--- config.mk ---
export PLATFORM = sky130hd
export DESIGN_NAME = ssa_receiver_flat
export DESIGN_NICKNAME = d
export VERILOG_FILES = /design/src/rtl/ssa_pkg.sv /design/src/rtl/ssa_link_if.sv /design/src/rtl/ssa_sync.sv /design/src/rtl/ssa_receiver.sv /design/src/flat_wrapper.sv
export SDC_FILE = /design/constraint.sdc
export NUM_CORES = 1
export LEC_CHECK = 0
export BUFFER_PORTS_ARGS = -buffer_cell sky130_fd_sc_hd__buf_2
export CAP_MARGIN = 5
export CORE_ASPECT_RATIO = 1.5
export CORE_UTILIZATION = 57
export CTS_BUF_LIST = sky130_fd_sc_hd__clkbuf_4
export CTS_CLUSTER_SIZE = 10
export DETAILED_ROUTE_END_ITERATION = 8
export GPL_TIMING_DRIVEN = 0
export PLACE_DENSITY = 0.77
export REMOVE_ABC_BUFFERS = 1
export SKIP_CTS_REPAIR_TIMING = 1
export SLEW_MARGIN = 10
export SYNTH_ARGS = -nofsm -noshare
export SYNTH_HDL_FRONTEND = slang
export SYNTH_SLANG_ARGS = --single-unit
--- constraint.sdc ---
create_clock -name clk -period 4.71 [get_ports clk]
set_clock_uncertainty 0.2 [all_clocks]
set_input_delay 0.2355 -clock clk [delete_from_list [all_inputs] [get_ports clk]]
set_output_delay 0.2355 -clock clk [all_outputs]
set_load 0.03 [all_outputs]
--- src/rtl/ssa_pkg.sv ---
// shared constants and types of the stereo serial audio link
// assumes a 25 MHz system clock on both ends of the link
package ssa_pkg;

	// ------------------------------------------------------------
	// framing
	// ------------------------------------------------------------
	localparam int SSA_SAMPLE_BITS = 24;
	localparam logic [4:0] SSA_LAST_BIT_IDX = 5'h17;
	localparam logic [4:0] SSA_PAD_BIT_IDX = 5'h18;

	// ------------------------------------------------------------
	// timing
	// ------------------------------------------------------------
	localparam int SSA_CLK_PERIOD_NS = 40;
	localparam int SSA_BCLK_PERIOD_NS = 320;
	localparam logic [1:0] SSA_BCLK_HALF_LAST = 2'(SSA_BCLK_PERIOD_NS / (2 * SSA_CLK_PERIOD_NS) - 1);
	localparam logic [20:0] SSA_MUTE_RAMP_CYCLES = 21'h1fff80;
	localparam logic [15:0] SSA_WAKE_DELAY_CYCLES = 16'h8000;
	localparam logic [13:0] SSA_SILENCE_WORDS = 14'h2000;

	// ------------------------------------------------------------
	// controller registers, byte addresses
	// ------------------------------------------------------------
	localparam logic [11:0] SSA_REG_CTRL = 12'h000;
	localparam logic [11:0] SSA_REG_LEFT = 12'h004;
	localparam logic [11:0] SSA_REG_RIGHT = 12'h008;
	localparam logic [11:0] SSA_REG_STATUS = 12'h00c;
	localparam logic [11:0] SSA_REG_INT_EN = 12'h010;
	localparam logic [11:0] SSA_REG_INT_CLR = 12'h014;
	localparam logic [11:0] SSA_REG_LINK = 12'h018;
	localparam int SSA_CTRL_FMT_BIT = 0;
	localparam int SSA_CTRL_MUTEN_BIT = 1;
	localparam logic [1:0] SSA_CTRL_RESET = 2'h0;
	localparam int SSA_EV_FRAME = 0;
	localparam int SSA_EV_SIL_RISE = 1;
	localparam int SSA_EV_SIL_FALL = 2;
	localparam int SSA_EV_BITS = 3;

	// ------------------------------------------------------------
	// mute sequencer
	// ------------------------------------------------------------
	typedef enum logic [2:0] {
		SSA_STANDBY = 3'b000,
		SSA_WAKE = 3'b001,
		SSA_RAMP_UP = 3'b010,
		SSA_PLAY = 3'b011,
		SSA_RAMP_DOWN = 3'b100
	} ssa_mute_state_t;

endpackage : ssa_pkg

--- src/rtl/ssa_link_if.sv ---
// three-wire serial audio link plus its control and status pins
// assumes both ends sample it with their own system clock
interface ssa_link_if;
	logic serialBitClock;
	logic channelWordClock;
	logic serialAudioIn;
	logic formatSelect;
	logic muteN;
	logic silenceFlag;

	modport device (
		input serialBitClock,
		input channelWordClock,
		input serialAudioIn,
		input formatSelect,
		input muteN,
		output silenceFlag
	);

	modport source (
		output serialBitClock,
		output channelWordClock,
		output serialAudioIn,
		output formatSelect,
		output muteN,
		input silenceFlag
	);
endinterface : ssa_link_if

--- src/rtl/ssa_sync.sv ---
// two-flop synchroniser with rising-edge pulse
// assumes inputs are asynchronous to clk
module ssa_sync #(
	parameter int WIDTH = 1
) (
	input wire logic clk,
	input wire logic rstn,
	input wire logic [WIDTH-1:0] async,
	output logic [WIDTH-1:0] level,
	output logic [WIDTH-1:0] rise
);
	typedef struct packed {
		logic [WIDTH-1:0] meta;
		logic [WIDTH-1:0] stable;
		logic [WIDTH-1:0] last;
	} ssa_sync_state_t;

	ssa_sync_state_t st;
	ssa_sync_state_t next_st;

	// first stage is read only by the second
	always_comb begin
		next_st.meta = async;
		next_st.stable = st.meta;
		next_st.last = st.stable;
	end

	always_ff @(posedge clk) begin
		if (!rstn) begin
			st <= '0;
		end else begin
			st <= next_st;
		end
	end

	assign level = st.stable;
	assign rise = st.stable & ~st.last;
endmodule : ssa_sync

--- src/rtl/ssa_receiver.sv ---
// audio-converter end of the link: serial decoder, silence flag, soft mute
// assumes clk is the master clock and the source drives the link pins
// Notes on behaviour
// decoder is timed by the serial bit clock
// words become 24-bit signed, zero padded
// format low standard, high left-justified
// flag after 8192 silent word periods
// async master clock above 192 fs
// sync master clock 128fs to 1152fs
// 256fs or more recommended up to 96k
// mute ramps volume down over 2097024 cycles
// silent ramp end enters analog-off standby
// release leaves standby, starts counter, analog on
// after 32768 cycles ramp up 2097024 cycles
// mute pin active low
// controller holds mute at power-up
// data and word clock taken on rising edges
// nonzero sample clears flag and count
// msb delay and left polarity per format
//
// The APB register port and the register offsets were chosen for this implementation.
module ssa_receiver
	import ssa_pkg::*;
#(
	parameter logic [20:0] MUTE_RAMP_CYCLES = SSA_MUTE_RAMP_CYCLES,
	parameter logic [15:0] WAKE_DELAY_CYCLES = SSA_WAKE_DELAY_CYCLES,
	parameter logic [13:0] SILENCE_WORDS = SSA_SILENCE_WORDS
) (
	input wire logic clk,
	input wire logic rstn,
	ssa_link_if.device link,
	output logic [23:0] leftSample,
	output logic [23:0] rightSample,
	output logic sampleValid,
	output logic [20:0] volumeLevel,
	output logic analogOn,
	output logic standby,
	output logic audioApplied
);

	// ------------------------------------------------------------
	// state
	// ------------------------------------------------------------
	typedef struct packed {
		ssa_mute_state_t mstate;
		logic [20:0] rampCount;
		logic [15:0] wakeCount;
		logic prevWc;
		logic curLeftCh;
		logic [4:0] bitIdx;
		logic [23:0] shiftWord;
		logic [23:0] leftHold;
		logic [23:0] leftOut;
		logic [23:0] rightOut;
		logic valid;
		logic [13:0] silCount;
		logic silFlag;
	} ssa_rx_state_t;

	ssa_rx_state_t st;
	ssa_rx_state_t next_st;

	logic [4:0] pinLevel;
	logic [4:0] pinRise;
	logic bitRise;
	logic wcNow;
	logic sdNow;
	logic fmtLj;
	logic muteReq;
	logic wordStart;
	logic [23:0] doneWord;

	// ------------------------------------------------------------
	// pin capture
	// ------------------------------------------------------------
	// all pins share one delay, so data stays aligned with the clock edge
	ssa_sync #(
		.WIDTH(5)
	) u_pin_sync (
		.clk(clk),
		.rstn(rstn),
		.async({link.muteN, link.formatSelect, link.serialAudioIn, link.channelWordClock, link.serialBitClock}),
		.level(pinLevel),
		.rise(pinRise)
	);

	assign bitRise = pinRise[0];
	assign wcNow = pinLevel[1];
	assign sdNow = pinLevel[2];
	assign fmtLj = pinLevel[3];
	assign muteReq = ~pinLevel[4];

	// place one bit below the bits already received; extra bits are dropped
	function automatic logic [23:0] ssa_insert_bit(
		input logic [23:0] word,
		input logic [4:0] idx,
		input logic b
	);
		logic [23:0] w;
		w = word;
		if (idx <= SSA_LAST_BIT_IDX) begin
			w[5'(SSA_LAST_BIT_IDX - idx)] = b;
		end
		return w;
	endfunction : ssa_insert_bit

	// ------------------------------------------------------------
	// serial decoder and silence detect
	// ------------------------------------------------------------
	assign wordStart = wcNow != st.prevWc;
	// standard framing: the bit under the word clock change still closes the old word
	assign doneWord = fmtLj ? st.shiftWord : ssa_insert_bit(st.shiftWord, st.bitIdx, sdNow);

	always_comb begin
		next_st = st;
		next_st.valid = 1'b0;
		if (bitRise) begin
			next_st.prevWc = wcNow;
			if (wordStart) begin
				if (st.curLeftCh) begin
					next_st.leftHold = doneWord;
				end else begin
					next_st.leftOut = st.leftHold;
					next_st.rightOut = doneWord;
					next_st.valid = 1'b1;
					if (st.leftHold == 24'h000000 && doneWord == 24'h000000) begin
						if (st.silCount != SILENCE_WORDS) begin
							next_st.silCount = 14'(st.silCount + 14'h0001);
						end
						next_st.silFlag = next_st.silCount == SILENCE_WORDS;
					end else begin
						next_st.silCount = 14'h0000;
						next_st.silFlag = 1'b0;
					end
				end

				next_st.curLeftCh = fmtLj ? wcNow : ~wcNow;
				next_st.shiftWord = fmtLj ? ssa_insert_bit(24'h000000, 5'h00, sdNow) : 24'h000000;
				next_st.bitIdx = fmtLj ? 5'h01 : 5'h00;
			end else begin
				next_st.shiftWord = ssa_insert_bit(st.shiftWord, st.bitIdx, sdNow);
				if (st.bitIdx != SSA_PAD_BIT_IDX) begin
					next_st.bitIdx = 5'(st.bitIdx + 5'h01);
				end
			end
		end

		// ------------------------------------------------------------
		// soft mute sequencer
		// ------------------------------------------------------------
		case (st.mstate)
			SSA_STANDBY: begin
				next_st.rampCount = 21'h000000;
				if (!muteReq) begin
					next_st.mstate = SSA_WAKE;
					next_st.wakeCount = 16'h0000;
				end
			end
			SSA_WAKE: begin
				if (muteReq) begin
					next_st.mstate = SSA_STANDBY;
				end else if (st.wakeCount == 16'(WAKE_DELAY_CYCLES - 16'h0001)) begin
					next_st.mstate = SSA_RAMP_UP;
				end else begin
					next_st.wakeCount = 16'(st.wakeCount + 16'h0001);
				end
			end
			SSA_RAMP_UP: begin
				if (muteReq) begin
					next_st.mstate = SSA_RAMP_DOWN;
				end else if (st.rampCount == MUTE_RAMP_CYCLES) begin
					next_st.mstate = SSA_PLAY;
				end else begin
					next_st.rampCount = 21'(st.rampCount + 21'h000001);
				end
			end
			SSA_PLAY: begin
				if (muteReq) begin
					next_st.mstate = SSA_RAMP_DOWN;
				end
			end
			SSA_RAMP_DOWN: begin
				// a release mid-ramp climbs back from the current level, no jump
				if (!muteReq) begin
					next_st.mstate = SSA_RAMP_UP;
				end else if (st.rampCount == 21'h000000) begin
					next_st.mstate = SSA_STANDBY;
				end else begin
					next_st.rampCount = 21'(st.rampCount - 21'h000001);
				end
			end
			default: begin
				next_st.mstate = SSA_STANDBY;
			end
		endcase
	end

	always_ff @(posedge clk) begin
		if (!rstn) begin
			st <= '0;
			st.mstate <= SSA_STANDBY;
		end else begin
			st <= next_st;
		end
	end

	// ------------------------------------------------------------
	// outputs
	// ------------------------------------------------------------
	assign leftSample = st.leftOut;
	assign rightSample = st.rightOut;
	assign sampleValid = st.valid;
	assign volumeLevel = st.rampCount;
	assign link.silenceFlag = st.silFlag;
	assign standby = st.mstate == SSA_STANDBY;
	assign analogOn = st.mstate != SSA_STANDBY;
	assign audioApplied = st.mstate == SSA_RAMP_UP || st.mstate == SSA_PLAY || st.mstate == SSA_RAMP_DOWN;

endmodule : ssa_receiver

--- src/flat_wrapper.sv ---
// flat-port wrapper written by rule: the top's interface ports become plain ports
module ssa_receiver_flat import ssa_pkg::*;
#(
	parameter logic [20:0] MUTE_RAMP_CYCLES = SSA_MUTE_RAMP_CYCLES,
	parameter logic [15:0] WAKE_DELAY_CYCLES = SSA_WAKE_DELAY_CYCLES,
	parameter logic [13:0] SILENCE_WORDS = SSA_SILENCE_WORDS
)
  (clk, rstn, leftSample, rightSample, sampleValid, volumeLevel, analogOn, standby, audioApplied, link_serialBitClock, link_channelWordClock, link_serialAudioIn, link_formatSelect, link_muteN, link_silenceFlag);
  ssa_link_if link_i ();
  input wire logic clk;
  input wire logic rstn;
  output logic [23:0] leftSample;
  output logic [23:0] rightSample;
  output logic sampleValid;
  output logic [20:0] volumeLevel;
  output logic analogOn;
  output logic standby;
  output logic audioApplied;
  input wire logic [$bits(link_i.serialBitClock)-1:0] link_serialBitClock;
  input wire logic [$bits(link_i.channelWordClock)-1:0] link_channelWordClock;
  input wire logic [$bits(link_i.serialAudioIn)-1:0] link_serialAudioIn;
  input wire logic [$bits(link_i.formatSelect)-1:0] link_formatSelect;
  input wire logic [$bits(link_i.muteN)-1:0] link_muteN;
  output wire logic [$bits(link_i.silenceFlag)-1:0] link_silenceFlag;
  assign link_i.serialBitClock = link_serialBitClock;
  assign link_i.channelWordClock = link_channelWordClock;
  assign link_i.serialAudioIn = link_serialAudioIn;
  assign link_i.formatSelect = link_formatSelect;
  assign link_i.muteN = link_muteN;
  assign link_silenceFlag = link_i.silenceFlag;
  ssa_receiver #(.MUTE_RAMP_CYCLES(MUTE_RAMP_CYCLES), .WAKE_DELAY_CYCLES(WAKE_DELAY_CYCLES), .SILENCE_WORDS(SILENCE_WORDS)) u_core (.clk(clk), .rstn(rstn), .link(link_i), .leftSample(leftSample), .rightSample(rightSample), .sampleValid(sampleValid), .volumeLevel(volumeLevel), .analogOn(analogOn), .standby(standby), .audioApplied(audioApplied));
endmodule
# After elaboration in Yosys (flattened, before gate mapping)
# Cells that the tools add are included.
[word_totals]
in_bits = 7
out_inout_bits = 74
regBits = 170
wordCells = 105
[op_classes]
addsub = 6
muxes = 35
bitwise = 4
magnitude_cmp = 3
n_reduce_logical = 20
n_eq_ne = 21
[ops]
columns = ["op", "n"]
rows = [
  ["$mux 21", 4],
  ["$mux 24", 3],
  ["$mux 14", 5],
  ["$mux 16", 4],
  ["$pmux 21 s3", 1],
  ["$logic_not 24->1", 2],
  ["$pmux 16 s2", 1],
  ["$mux 29", 1],
  ["$bwmux 24", 1],
  ["$mux 3", 8],
  ["$add 21x1->21 const B", 1],
  ["$eq 21x21->1 const B", 1],
  ["$logic_not 21->1", 1],
  ["$sub 21x1->21 const B", 1],
  ["$add 16x1->16 const B", 1],
  ["$eq 16x15->1 const B", 1],
  ["$mux 15", 1],
  ["$pmux 3 s5", 1],
  ["$add 14x1->14 const B", 1],
  ["$eq 14x14->1 const B", 1],
  ["$ne 14x14->1 const B", 1],
  ["$ne 2x2->1 const B", 7],
  ["$reduce_and 5->1", 2],
  ["$ne 3x2->1 const B", 3],
  ["other kinds (24)", 36],
]

# Longest topological paths before layout
# Gate-level depths: netlist of the first run.
[logic_depth]
depth_word = 17
ltp_mapped = 13
ltp_nobuf = 12

# Hierarchy
# A second synthesis of the first run with hierarchy kept.
[hier_totals]
cells_unflattened = 1178
hier_area_um2 = 9459.1
[by_module_without_submodules]
columns = ["mod", "seq_area_each_um2", "area_each_um2", "cells_per_inst", "instances"]
rows = [
  ["ssa_receiver", 3183.1, 8971.1, 1137, 1],
  ["ssa_sync", 300.3, 488.0, 41, 1],
]

# Worst setup path after synthesis of the first run
# No wires, ideal clock.
[synth_timing]
path_type = "reg2reg"
from = "reg u_core.st[112] (netlist bit)"
to = "reg u_core.st[7] (netlist bit)"
setup_time_ns = 0.071
synth_period_minus_slack_ns = 3.441
n_path_buf = 2
arrival_ns = 3.171
stages_incl_launch_ff = 12
slack_ns = 1.269
required_time_ns = 4.439
path_cell_list = "dfxtp_1 -> ha_1 -> buf_2 -> nor4b_1 -> mux2i_1 -> or4b_1 -> nor4_2 -> o2111ai_2 -> or2_1 -> buf_6 -> or4_1 -> a21oi_1"
[synth_via]
elab_chain_cells = 11
word_cells_on_any_way = 13
classes_between = "add/sub: 1; order compare: 3; mux: 6; reduce/logical: 3"
[synth_rtl]
columns = ["item", "line", "source"]
rows = [
  ["start: declaration", "ssa_receiver.sv:60", "ssa_rx_state_t st;"],
  ["start signal: assignment", "ssa_receiver.sv:203", "st <= next_st;"],
  ["$sub 5x5->5", "ssa_receiver.sv:102", "w[5'(SSA_LAST_BIT_IDX - idx)] = b;"],
  ["$lt 5x6->1 (not written as such) or $ge 5x1->1 (tied branches)", "ssa_receiver.sv:102", ""],
  ["$logic_and 1x1->1 (not written as such)", "ssa_receiver.sv:102", ""],
  ["$mux 1 (not written as such)", "ssa_receiver.sv:102", ""],
  ["$demux 1 s5", "--", ""],
  ["$bwmux 24", "ssa_receiver.sv:102", ""],
  ["$mux 24 (*)", "ssa_receiver.sv:101", "if (idx <= SSA_LAST_BIT_IDX) begin"],
  ["$mux 24 (*)", "ssa_receiver.sv:112", "assign doneWord = fmtLj ? st.shiftWord : ssa_insert_bit(st.shiftWord, st.bitIdx, sdNow);"],
  ["$logic_not 24->1 (*)", "ssa_receiver.sv:126", "if (st.leftHold == 24'h000000 && doneWord == 24'h000000) begin"],
  ["$logic_and 1x1->1 (*)", "ssa_receiver.sv:126", ""],
  ["$mux 15 (*)", "ssa_receiver.sv:126", ""],
]
# Mark *: on every way between the ends. The rest lies on a longest branch, timed or not.
# A chain may end at the register's enable or synchronous reset.

# Final worst setup path of the first run
[layout_timing]
from = "reg u_core.st[115] (netlist bit)"
to = "reg u_core.st[7] (netlist bit)"
# The elaborated chain is that of the path after synthesis.

==> impl_table.tex, run 1 <==
\begin{tabular}{lr}
\hline
Metric & Value \\
\hline
\multicolumn{2}{l}{\textbf{Outcome}} \\
\quad Outcome & complete, no violations \\
\multicolumn{2}{l}{\textbf{Worst hold path}} \\
\quad Worst hold stages & 3 \\
\quad Worst Hold Class & primary input to register \\
\quad Start point of the worst min-delay path & link\_formatSelect \\
\quad Worst min-delay path endpoint & u\_core.u\_pin\_sync.next\_st[8] \\
\multicolumn{2}{l}{\textbf{STA}} \\
\quad F\_max & 229 MHz \\
\quad Crit path time final & 4.37 ns \\
\quad Part of the cycle the worst path needs & 0.929 \\
\quad Setup repair after global routing missed its margin & false \\
\quad Number of setup violations in the final report & 0 \\
\quad Worst slew margin & 0.185 \\
\quad Slew at the pin with the worst max-slew slack & 1.22 ns \\
\quad Setup TNS & 0 ns \\
\quad Post-route worst setup slack & 0.336 ns \\
\quad Max-slew violation count & 0 \\
\quad Final Hold Violating Endpoints & 0 \\
\multicolumn{2}{l}{\textbf{Pwr}} \\
\quad Max IR drop VDD & 0.000191 V \\
\quad Leak pwr & 3.74 nW \\
\quad Cell Pwr Density & 260 nW/µm² \\
\quad Power, Total & 2.47 mW \\
\multicolumn{2}{l}{\textbf{Critical path}} \\
\quad WP data arrival & 4.68 ns \\
\quad Sort of element at the start of the critical path & register \\
\quad Required time at the worst-slack endpoint & 5.02 ns \\
\quad Setup slack on the worst flop-to-flop path & 0.34 ns \\
\quad Crit Reg-Reg Endpoint & u\_core.st[7] \\
\quad Beginning of the worst register-to-register path & u\_core.st[115] \\
\quad Start point of the critical path & u\_core.st[115] \\
\quad Worst Reg2Reg Path Length in Cells & 8 \\
\quad Kind of end point of the critical path & register \\
\quad Category of the most critical setup path & register to register \\
\quad Maximum net fanout on the critical path & 32 \\
\multicolumn{2}{l}{\textbf{Clocking}} \\
\quad CTS Root Buffer Type & sky130\_fd\_sc\_hd\_\_clkbuf\_4 \\
\quad Number of buffers created by CTS & 17 \\
\quad Insertion delay to the later sink of the worst-skew pair & 0.57 ns \\
\quad Post-CTS clock slew at the launch and capture registers of the worst setup and hold paths & 0.14 ns \\
\quad Level count of the clock H-tree & 4 \\
\quad TritonCTS clock tree & done \\
\quad Clock net sink count & 170 \\
\quad Longest Clk Path Bufs & 2 \\
\multicolumn{2}{l}{\textbf{Place}} \\
\quad Number of instances in the placed design & 1266 \\
\quad Placement Cell Area & 9140 µm² \\
\quad Placer Congestion & 0.874 \\
\quad Detailed placement HPWL & 13600 µm \\
\quad Worst setup slack after placement & 0.361 ns \\
\quad Quantity of I/O buffers inserted on ports & 80 \\
\multicolumn{2}{l}{\textbf{Drt}} \\
\quad Count of unresolved DRC violations after routing & 0 \\
\quad Routed via count & 7642 \\
\quad Total wire length & 20200 µm \\
\quad Drt first pass iters & 5 \\
\quad Drt wl/cell & 15.5 µm \\
\quad Vias/cell & 5.87 \\
\quad Iter 0 DRT Violations & 431 \\
\quad Detail Route Antenna Nets & 0 \\
\multicolumn{2}{l}{\textbf{GRT}} \\
\quad GR Overflow Total & 0 \\
\quad Initial antenna violation count & 1 \\
\quad GR Util All Layers & 0.247 \\
\quad Largest net degree at the start of global routing & 67 \\
\quad First-pass GRT wire length & 33400 µm \\
\quad Number of global-route vias before repair & 7279 \\
\multicolumn{2}{l}{\textbf{Layout}} \\
\quad Fraction of layout instances using a drive strength above 1 & 0.128 \\
\quad Final net count & 1121 \\
\quad Final standard cell count with taps included and fillers excluded & 1302 \\
\quad Total of fill cells in the finished design & 1449 \\
\quad Post-route standard cell area excluding fillers & 9510 µm² \\
\quad Synth-to-Final Area Change & 3.28\% \\
\multicolumn{2}{l}{\textbf{Floorplanning}} \\
\quad Die Width & 106 µm \\
\quad Core area & 15700 µm² \\
\quad Initial core utilization & 0.587 \\
\quad Std-Cell Rows & 56 \\
\quad Die Area & 16700 µm² \\
\quad DIE HEIGHT & 158 µm \\
\quad I/O Pins & 81 \\
\multicolumn{2}{l}{\textbf{Synth}} \\
\quad Post-synth cell types & 75 \\
\quad Netlist Area Pre-Place & 9210 µm² \\
\quad Async set-or-reset flop fraction in the synthesized netlist & 0 \\
\quad Number of cells produced by synthesis & 1113 \\
\quad Yosys reg bits & 170 \\
\quad Yosys warning total & 0 \\
\quad Portion of the post-synthesis area used by sequential elements & 0.370 \\
\quad Number of enable flip-flop cells after synthesis & 0 \\
\quad Top flip-flop cell by instance count after synthesis & sky130\_fd\_sc\_hd\_\_dfxtp\_1 \\
\quad Avg Synthesized Cell Area & 8.27 µm² \\
\multicolumn{2}{l}{\textbf{Run}} \\
\quad Number of max-cap violations & 0 \\
\hline
\end{tabular}
[cell usage in the layout (no fill, tap or decap), types with 23 or more instances in the layout]
master                     instances
sky130_fd_sc_hd__a211oi_1         27
sky130_fd_sc_hd__a21oi_1          81
sky130_fd_sc_hd__and2_1           23
sky130_fd_sc_hd__buf_2            80
sky130_fd_sc_hd__dfxtp_1         169
sky130_fd_sc_hd__ha_1             26
sky130_fd_sc_hd__nand2_1         158
sky130_fd_sc_hd__nand3_1          25
sky130_fd_sc_hd__nor2_1           75
sky130_fd_sc_hd__o21ai_0          49
sky130_fd_sc_hd__xor2_1           26
[logic make-up after synthesis]
kind of cell / after synthesis / share of synthesized area
compound gates: 262 / 0.183
xor+xnor: 39 / 0.0371
fa+ha+maj: 27 / 0.0375
buf+inv: 153 / 0.0950
flops: 170 / 0.370
mux: 30 / 0.0348
simple gates: 432 / 0.243
[how the worst max path moves through the flow]
stage,end,slack (ns),cells past startpoint
after floorplan,u_core.st[4],0.55,6
after global placement,u_core.st[7],-1.26,6
after detailed placement,u_core.st[12],0.36,8
after CTS,u_core.st[7],0.35,8
after global routing,u_core.st[12],0.08,8
final,u_core.st[7],0.34,8
[area by class of cell]
| class | count | area (µm²) | share of cell area |
|---|---|---|---|
| clock buffer | 17 | 128 | 0.0134 |
| inverter | 19 | 73.8 | 0.00776 |
| sequential | 170 | 3400 | 0.358 |
| antenna | 1 | 2.50 | 0.000263 |
| multi-input combinational | 790 | 4950 | 0.521 |
| timing repair buffer | 89 | 518 | 0.0545 |
| tap | 203 | 254 | 0.0267 |
| clock inverter | 13 | 178 | 0.0187 |
[critical path: stages (launching register included)]
cell	delay [ns]
sky130_fd_sc_hd__dfxtp_1	1.09
sky130_fd_sc_hd__and4bb_1	0.31
sky130_fd_sc_hd__mux2_2	0.29
sky130_fd_sc_hd__or4_1	0.54
sky130_fd_sc_hd__nor4_2	0.30
sky130_fd_sc_hd__o2111ai_2	0.43
sky130_fd_sc_hd__or2_1	0.49
sky130_fd_sc_hd__or4_1	0.50
sky130_fd_sc_hd__a21oi_1	0.14
[registers in the layout (all words and copies together) (netlist names)]
signal	flops
u_core.link.silenceFlag	1
u_core.rightSample	24
u_core.u_pin_sync.st	1
u_core.leftSample	24
u_core.volumeLevel	21
u_core.sampleValid	1
u_core.u_pin_sync.next_st	5
u_core.u_pin_sync.level	5
u_core.st	88
[through the flow]
step	hold WS (ns)	utilization
after floorplan	0.157	-
after global placement	0.217	0.577
after detailed placement	0.219	0.583
after CTS	-0.365	0.602
after global routing	0.167	0.606
final	0.195	0.606
[layer usage]
metal	part of all wire	GRT usage	up-vias
met2	0.52	0.462	173
met1	0.41	0.272	3611
met3	0.041	0.0445	53
met5	0	0	-
li1	-	-	3805
met4	0.029	0.106	0
[Yosys cell counts, types with 5 or more instances]
library cell	n	area (µm²)
sky130_fd_sc_hd__dfxtp_1	170	3400
sky130_fd_sc_hd__nand2_1	158	593
sky130_fd_sc_hd__a21oi_1	82	410
sky130_fd_sc_hd__nor2_1	76	285
sky130_fd_sc_hd__buf_4	70	526
sky130_fd_sc_hd__clkbuf_1	51	191
sky130_fd_sc_hd__o21ai_0	49	245
sky130_fd_sc_hd__a211oi_1	27	203
sky130_fd_sc_hd__ha_1	26	325
sky130_fd_sc_hd__xor2_1	26	228
sky130_fd_sc_hd__nand3_1	25	125
sky130_fd_sc_hd__and2_1	23	144
sky130_fd_sc_hd__nor2b_1	23	144
sky130_fd_sc_hd__a21boi_0	22	165
sky130_fd_sc_hd__a22oi_1	18	135
sky130_fd_sc_hd__mux2i_1	17	170
sky130_fd_sc_hd__inv_1	16	60.1
sky130_fd_sc_hd__nor4_1	15	93.8
sky130_fd_sc_hd__nand4_1	13	81.3
sky130_fd_sc_hd__or3_1	13	81.3
sky130_fd_sc_hd__xnor2_1	13	114
sky130_fd_sc_hd__and3_1	12	75.1
sky130_fd_sc_hd__nor3_1	12	60.1
sky130_fd_sc_hd__mux2_2	11	124
sky130_fd_sc_hd__a21o_1	9	67.6
sky130_fd_sc_hd__nand2b_1	7	43.8
sky130_fd_sc_hd__nand4b_1	7	61.3
sky130_fd_sc_hd__o22ai_1	7	43.8
sky130_fd_sc_hd__o2bb2ai_1	7	61.3
sky130_fd_sc_hd__buf_2	6	30.0
sky130_fd_sc_hd__nor4b_1	6	52.6
sky130_fd_sc_hd__or4_1	6	45.0
sky130_fd_sc_hd__and4_1	5	43.8
sky130_fd_sc_hd__nor3b_1	5	37.5
sky130_fd_sc_hd__o31a_1	5	43.8
[report_power, final]
part / internal (mW) / leakage [nW] / total (mW) / switching (mW)
registers: 1.45 / 1.37 / 1.45 / 0.00865
logic: 0.0310 / 2.21 / 0.0924 / 0.0614
clock network: 0.412 / 0.156 / 0.921 / 0.509
Note: power is estimated with default switching activity, not from simulation.
==> inputs of run 2 (changes only) <==
CELL_PAD_IN_SITES_DETAIL_PLACEMENT = 0   (was default)
CELL_PAD_IN_SITES_GLOBAL_PLACEMENT = 1   (was default)
CORE_UTILIZATION = 42   (was 57)
PLACE_DENSITY = default   (was 0.77)
PLACE_DENSITY_LB_ADDON = 0.25   (was default)
clock period = 3.8 ns   (was 4.71 ns; I/O delays follow)
==> run 2 against run 1 <==
- routed wire length increased by 9.5%
- sequential power grew 24%
- clock power up 16%
- power grew 22%
- fmax is 20% higher
- first-iteration DRC count decreased by 17%
- largest cell class unchanged
- critical path depth unchanged
- sequential share of layout area shrank 0.88 points
- highest routed layer unchanged
- hold slack lost 0.053 ns
==> impl_table.tex, run 2 (synthesis results as in run 1) <==
\begin{tabular}{lr}
\hline
Metric & Value \\
\hline
\multicolumn{2}{l}{\textbf{Outcome}} \\
\quad Outcome & complete, no violations \\
\multicolumn{2}{l}{\textbf{Drt}} \\
\quad Total wire length & 22100 µm (+9.5\%) \\
\quad Drt wl/cell & 16.0 µm (+3.2\%) \\
\quad Count of unresolved DRC violations after routing & 0 (unchanged) \\
\quad Vias/cell & 5.48 (-6.7\%) \\
\quad Iter 0 DRT Violations & 357 (-17\%) \\
\quad Routed via count & 7572 (-0.92\%) \\
\quad Drt first pass iters & 4 (-1) \\
\quad Detail Route Antenna Nets & 0 (unchanged) \\
\multicolumn{2}{l}{\textbf{Critical path}} \\
\quad WP data arrival & 3.96 ns (-0.72 ns) \\
\quad Critical-path top delay cell & sky130\_fd\_sc\_hd\_\_dfxtp\_2 \\
\quad Cells along the critical path & nand4b\_4, mux2\_4, or4b\_1, nor4\_4, o2111ai\_4, or2\_4, or4\_1, a21boi\_1 \\
\quad Category of the most critical setup path & register to register \\
\quad Worst Reg2Reg Path Length in Cells & 8 (unchanged) \\
\quad Maximum net fanout on the critical path & 29 (-9.4\%) \\
\quad Setup slack on the worst flop-to-flop path & 0.16 ns (-0.17 ns) \\
\quad Beginning of the worst register-to-register path & u\_core.st[116] \\
\quad Required time at the worst-slack endpoint & 4.12 ns (-0.90 ns) \\
\quad Highest cell delay on the worst timing path & 0.69 ns (-0.40 ns) \\
\quad Kind of end point of the critical path & register \\
\quad Sort of element at the start of the critical path & register \\
\quad Worst path bufs/invs & 0 (unchanged) \\
\quad Top delay family on crit path & simple AND/OR/NAND/NOR gates \\
\quad Crit Reg-Reg Endpoint & u\_core.st[12] \\
\multicolumn{2}{l}{\textbf{Clocking}} \\
\quad Longest Clk Path Bufs & 2 (unchanged) \\
\quad Number of buffers created by CTS & 17 (unchanged) \\
\quad Post-CTS clock slew at the launch and capture registers of the worst setup and hold paths & 0.13 ns (about the same) \\
\quad CTS Root Buffer Type & sky130\_fd\_sc\_hd\_\_clkbuf\_4 \\
\quad TritonCTS clock tree & done \\
\quad Clock net sink count & 170 (unchanged) \\
\quad Level count of the clock H-tree & 4 (unchanged) \\
\quad Insertion delay to the later sink of the worst-skew pair & 0.59 ns (+0.02 ns) \\
\multicolumn{2}{l}{\textbf{Floorplanning}} \\
\quad Initial core utilization & 0.427 (-0.159) \\
\quad I/O Pins & 81 (unchanged) \\
\quad DIE HEIGHT & 183 µm (+16\%) \\
\quad Core area & 21600 µm² (+37\%) \\
\quad Die Area & 22500 µm² (+35\%) \\
\quad Std-Cell Rows & 66 (+18\%) \\
\quad Die Width & 123 µm (+16\%) \\
\multicolumn{2}{l}{\textbf{Layout}} \\
\quad Fraction of layout instances using a drive strength above 1 & 0.153 (+0.0249) \\
\quad Register with the most flip-flops & u\_core.st \\
\quad Most common cell after layout, fill and taps aside & sky130\_fd\_sc\_hd\_\_dfxtp\_1 \\
\quad Number of flip-flops under the largest register name & 88 (unchanged) \\
\quad Highest-count cells in the layout ignoring fill and taps & sky130\_fd\_sc\_hd\_\_dfxtp\_1, sky130\_fd\_sc\_hd\_\_nand2\_1, sky130\_fd\_sc\_hd\_\_a21oi\_1 \\
\quad Final net count & 1134 (+1.2\%) \\
\quad Total of fill cells in the finished design & 2254 (+56\%) \\
\quad Synth-to-Final Area Change & 6.31\% \\
\multicolumn{2}{l}{\textbf{Worst hold path}} \\
\quad Worst hold stages & 3 (unchanged) \\
\quad Worst Hold Class & primary input to register \\
\quad Worst min-delay path endpoint & u\_core.u\_pin\_sync.next\_st[9] \\
\quad Start point of the worst min-delay path & link\_muteN \\
\multicolumn{2}{l}{\textbf{STA}} \\
\quad Part of the cycle the worst path needs & 0.957 (+0.0289) \\
\quad Post-route worst setup slack & 0.162 ns (-0.175 ns) \\
\quad Worst slew margin & 0.424 (+0.239) \\
\quad F\_max & 275 MHz (+20\%) \\
\quad Slew at the pin with the worst max-slew slack & 0.860 ns (-0.359 ns) \\
\quad Final Hold Violating Endpoints & 0 (unchanged) \\
\quad Final-layout worst hold slack & 0.143 ns (-0.0528 ns) \\
\quad Number of setup violations in the final report & 0 (unchanged) \\
\quad Crit path time final & 3.64 ns (-0.735 ns) \\
\quad Max-slew violation count & 0 (unchanged) \\
\multicolumn{2}{l}{\textbf{GRT}} \\
\quad GR Overflow Total & 0 (unchanged) \\
\quad GR Util All Layers & 0.203 (-0.0441) \\
\quad Initial antenna violation count & 1 (unchanged) \\
\quad First-pass GRT wire length & 36000 µm (+7.6\%) \\
\quad Number of global-route vias before repair & 7144 (-1.9\%) \\
\quad Largest net degree at the start of global routing & 67 (unchanged) \\
\multicolumn{2}{l}{\textbf{Pwr}} \\
\quad Max IR drop VDD & 0.000138 V (-28\%) \\
\quad Cell Pwr Density & 307 nW/µm² (+18\%) \\
\quad Leak pwr & 3.78 nW (+1.1\%) \\
\multicolumn{2}{l}{\textbf{Place}} \\
\quad Quantity of I/O buffers inserted on ports & 80 (unchanged) \\
\quad Worst setup slack after placement & -0.615 ns (-0.976 ns) \\
\quad Detailed placement HPWL & 14800 µm (+9.1\%) \\
\quad Placer Congestion & 0.797 (-8.8\%) \\
\multicolumn{2}{l}{\textbf{Run}} \\
\quad Number of max-cap violations & 0 (unchanged) \\
\hline
\end{tabular}
[run 2: changes by cell type in the layout (fill, tap and decap cells not counted), sizes merged]
cell,change
buf,+6
clkinvlp,+6
clkinv,-5
dlygate4sd3,+4
clkbuf,+2
inv,-2
bufinv,-1
or2,+1
[run 2: power breakdown]
group          total [mW]  switching, mW  internal, mW
logic               0.128         0.0811        0.0470
clock network        1.07          0.622         0.451
registers            1.80         0.0115          1.79
[run 2: metrics by stage]
stage | instance area (µm²) | cells | utilization | power, mW | TNS [ns]
finish | 9790 | 1382 | 0.454 | 3.00 | 0
global route | 9790 | 1382 | 0.454 | 3.12 | -0.000301
CTS | 9500 | 1363 | 0.441 | 3.03 | -5.84
detailed placement | 9230 | 1335 | 0.428 | 1.96 | -5.28
global placement | 9140 | 1331 | 0.424 | 1.95 | -125.83
floorplan | 8400 | 979 | - | 1.91 | -4.59
[run 2: worst max path at each step]
stage | start | to | cells past startpoint
3_5_place_dp | u_core.st[115] | u_core.st[7] | 8
4_1_cts | u_core.st[115] | u_core.st[12] | 8
2_1_floorplan | u_core.u_pin_sync.level[1] | u_core.st[4] | 6
3_3_place_gp | u_core.u_pin_sync.level[0] | u_core.st[7] | 6
6_report | u_core.st[116] | u_core.st[12] | 8
5_1_grt | u_core.st[157] | u_core.volumeLevel[19] | 12
[run 2: worst reg2reg max path, delay by kind of cell, from the launching register on]
kind	cells	cell delay, ns
simple gates	5	2.00
flops	1	0.69
compound gates	2	0.36
mux	1	0.33
[run 2: final cells by class]
cell class                      instances  area (µm²)  share of cell area
Antenna cell                            1        2.50            0.000256
Clock buffer                           19         143              0.0146
Clock inverter                          9         128              0.0130
Inverter                               19        81.3             0.00831
Multi-Input combinational cell        791        5060               0.517
Sequential cell                       170        3420               0.349
Tap cell                              272         340              0.0348
Timing Repair Buffer                   99         606              0.0619
Timing Repair inverter                  2        10.0             0.00102
[run 2: routing by layer]
layer / vias up / share of wire / track usage
li1: 3846 / - / -
met1: 3555 / 0.42 / 0.231
met2: 144 / 0.52 / 0.374
met3: 27 / 0.038 / 0.0401
met4: 0 / 0.020 / 0.0600
met5: - / 0 / 0
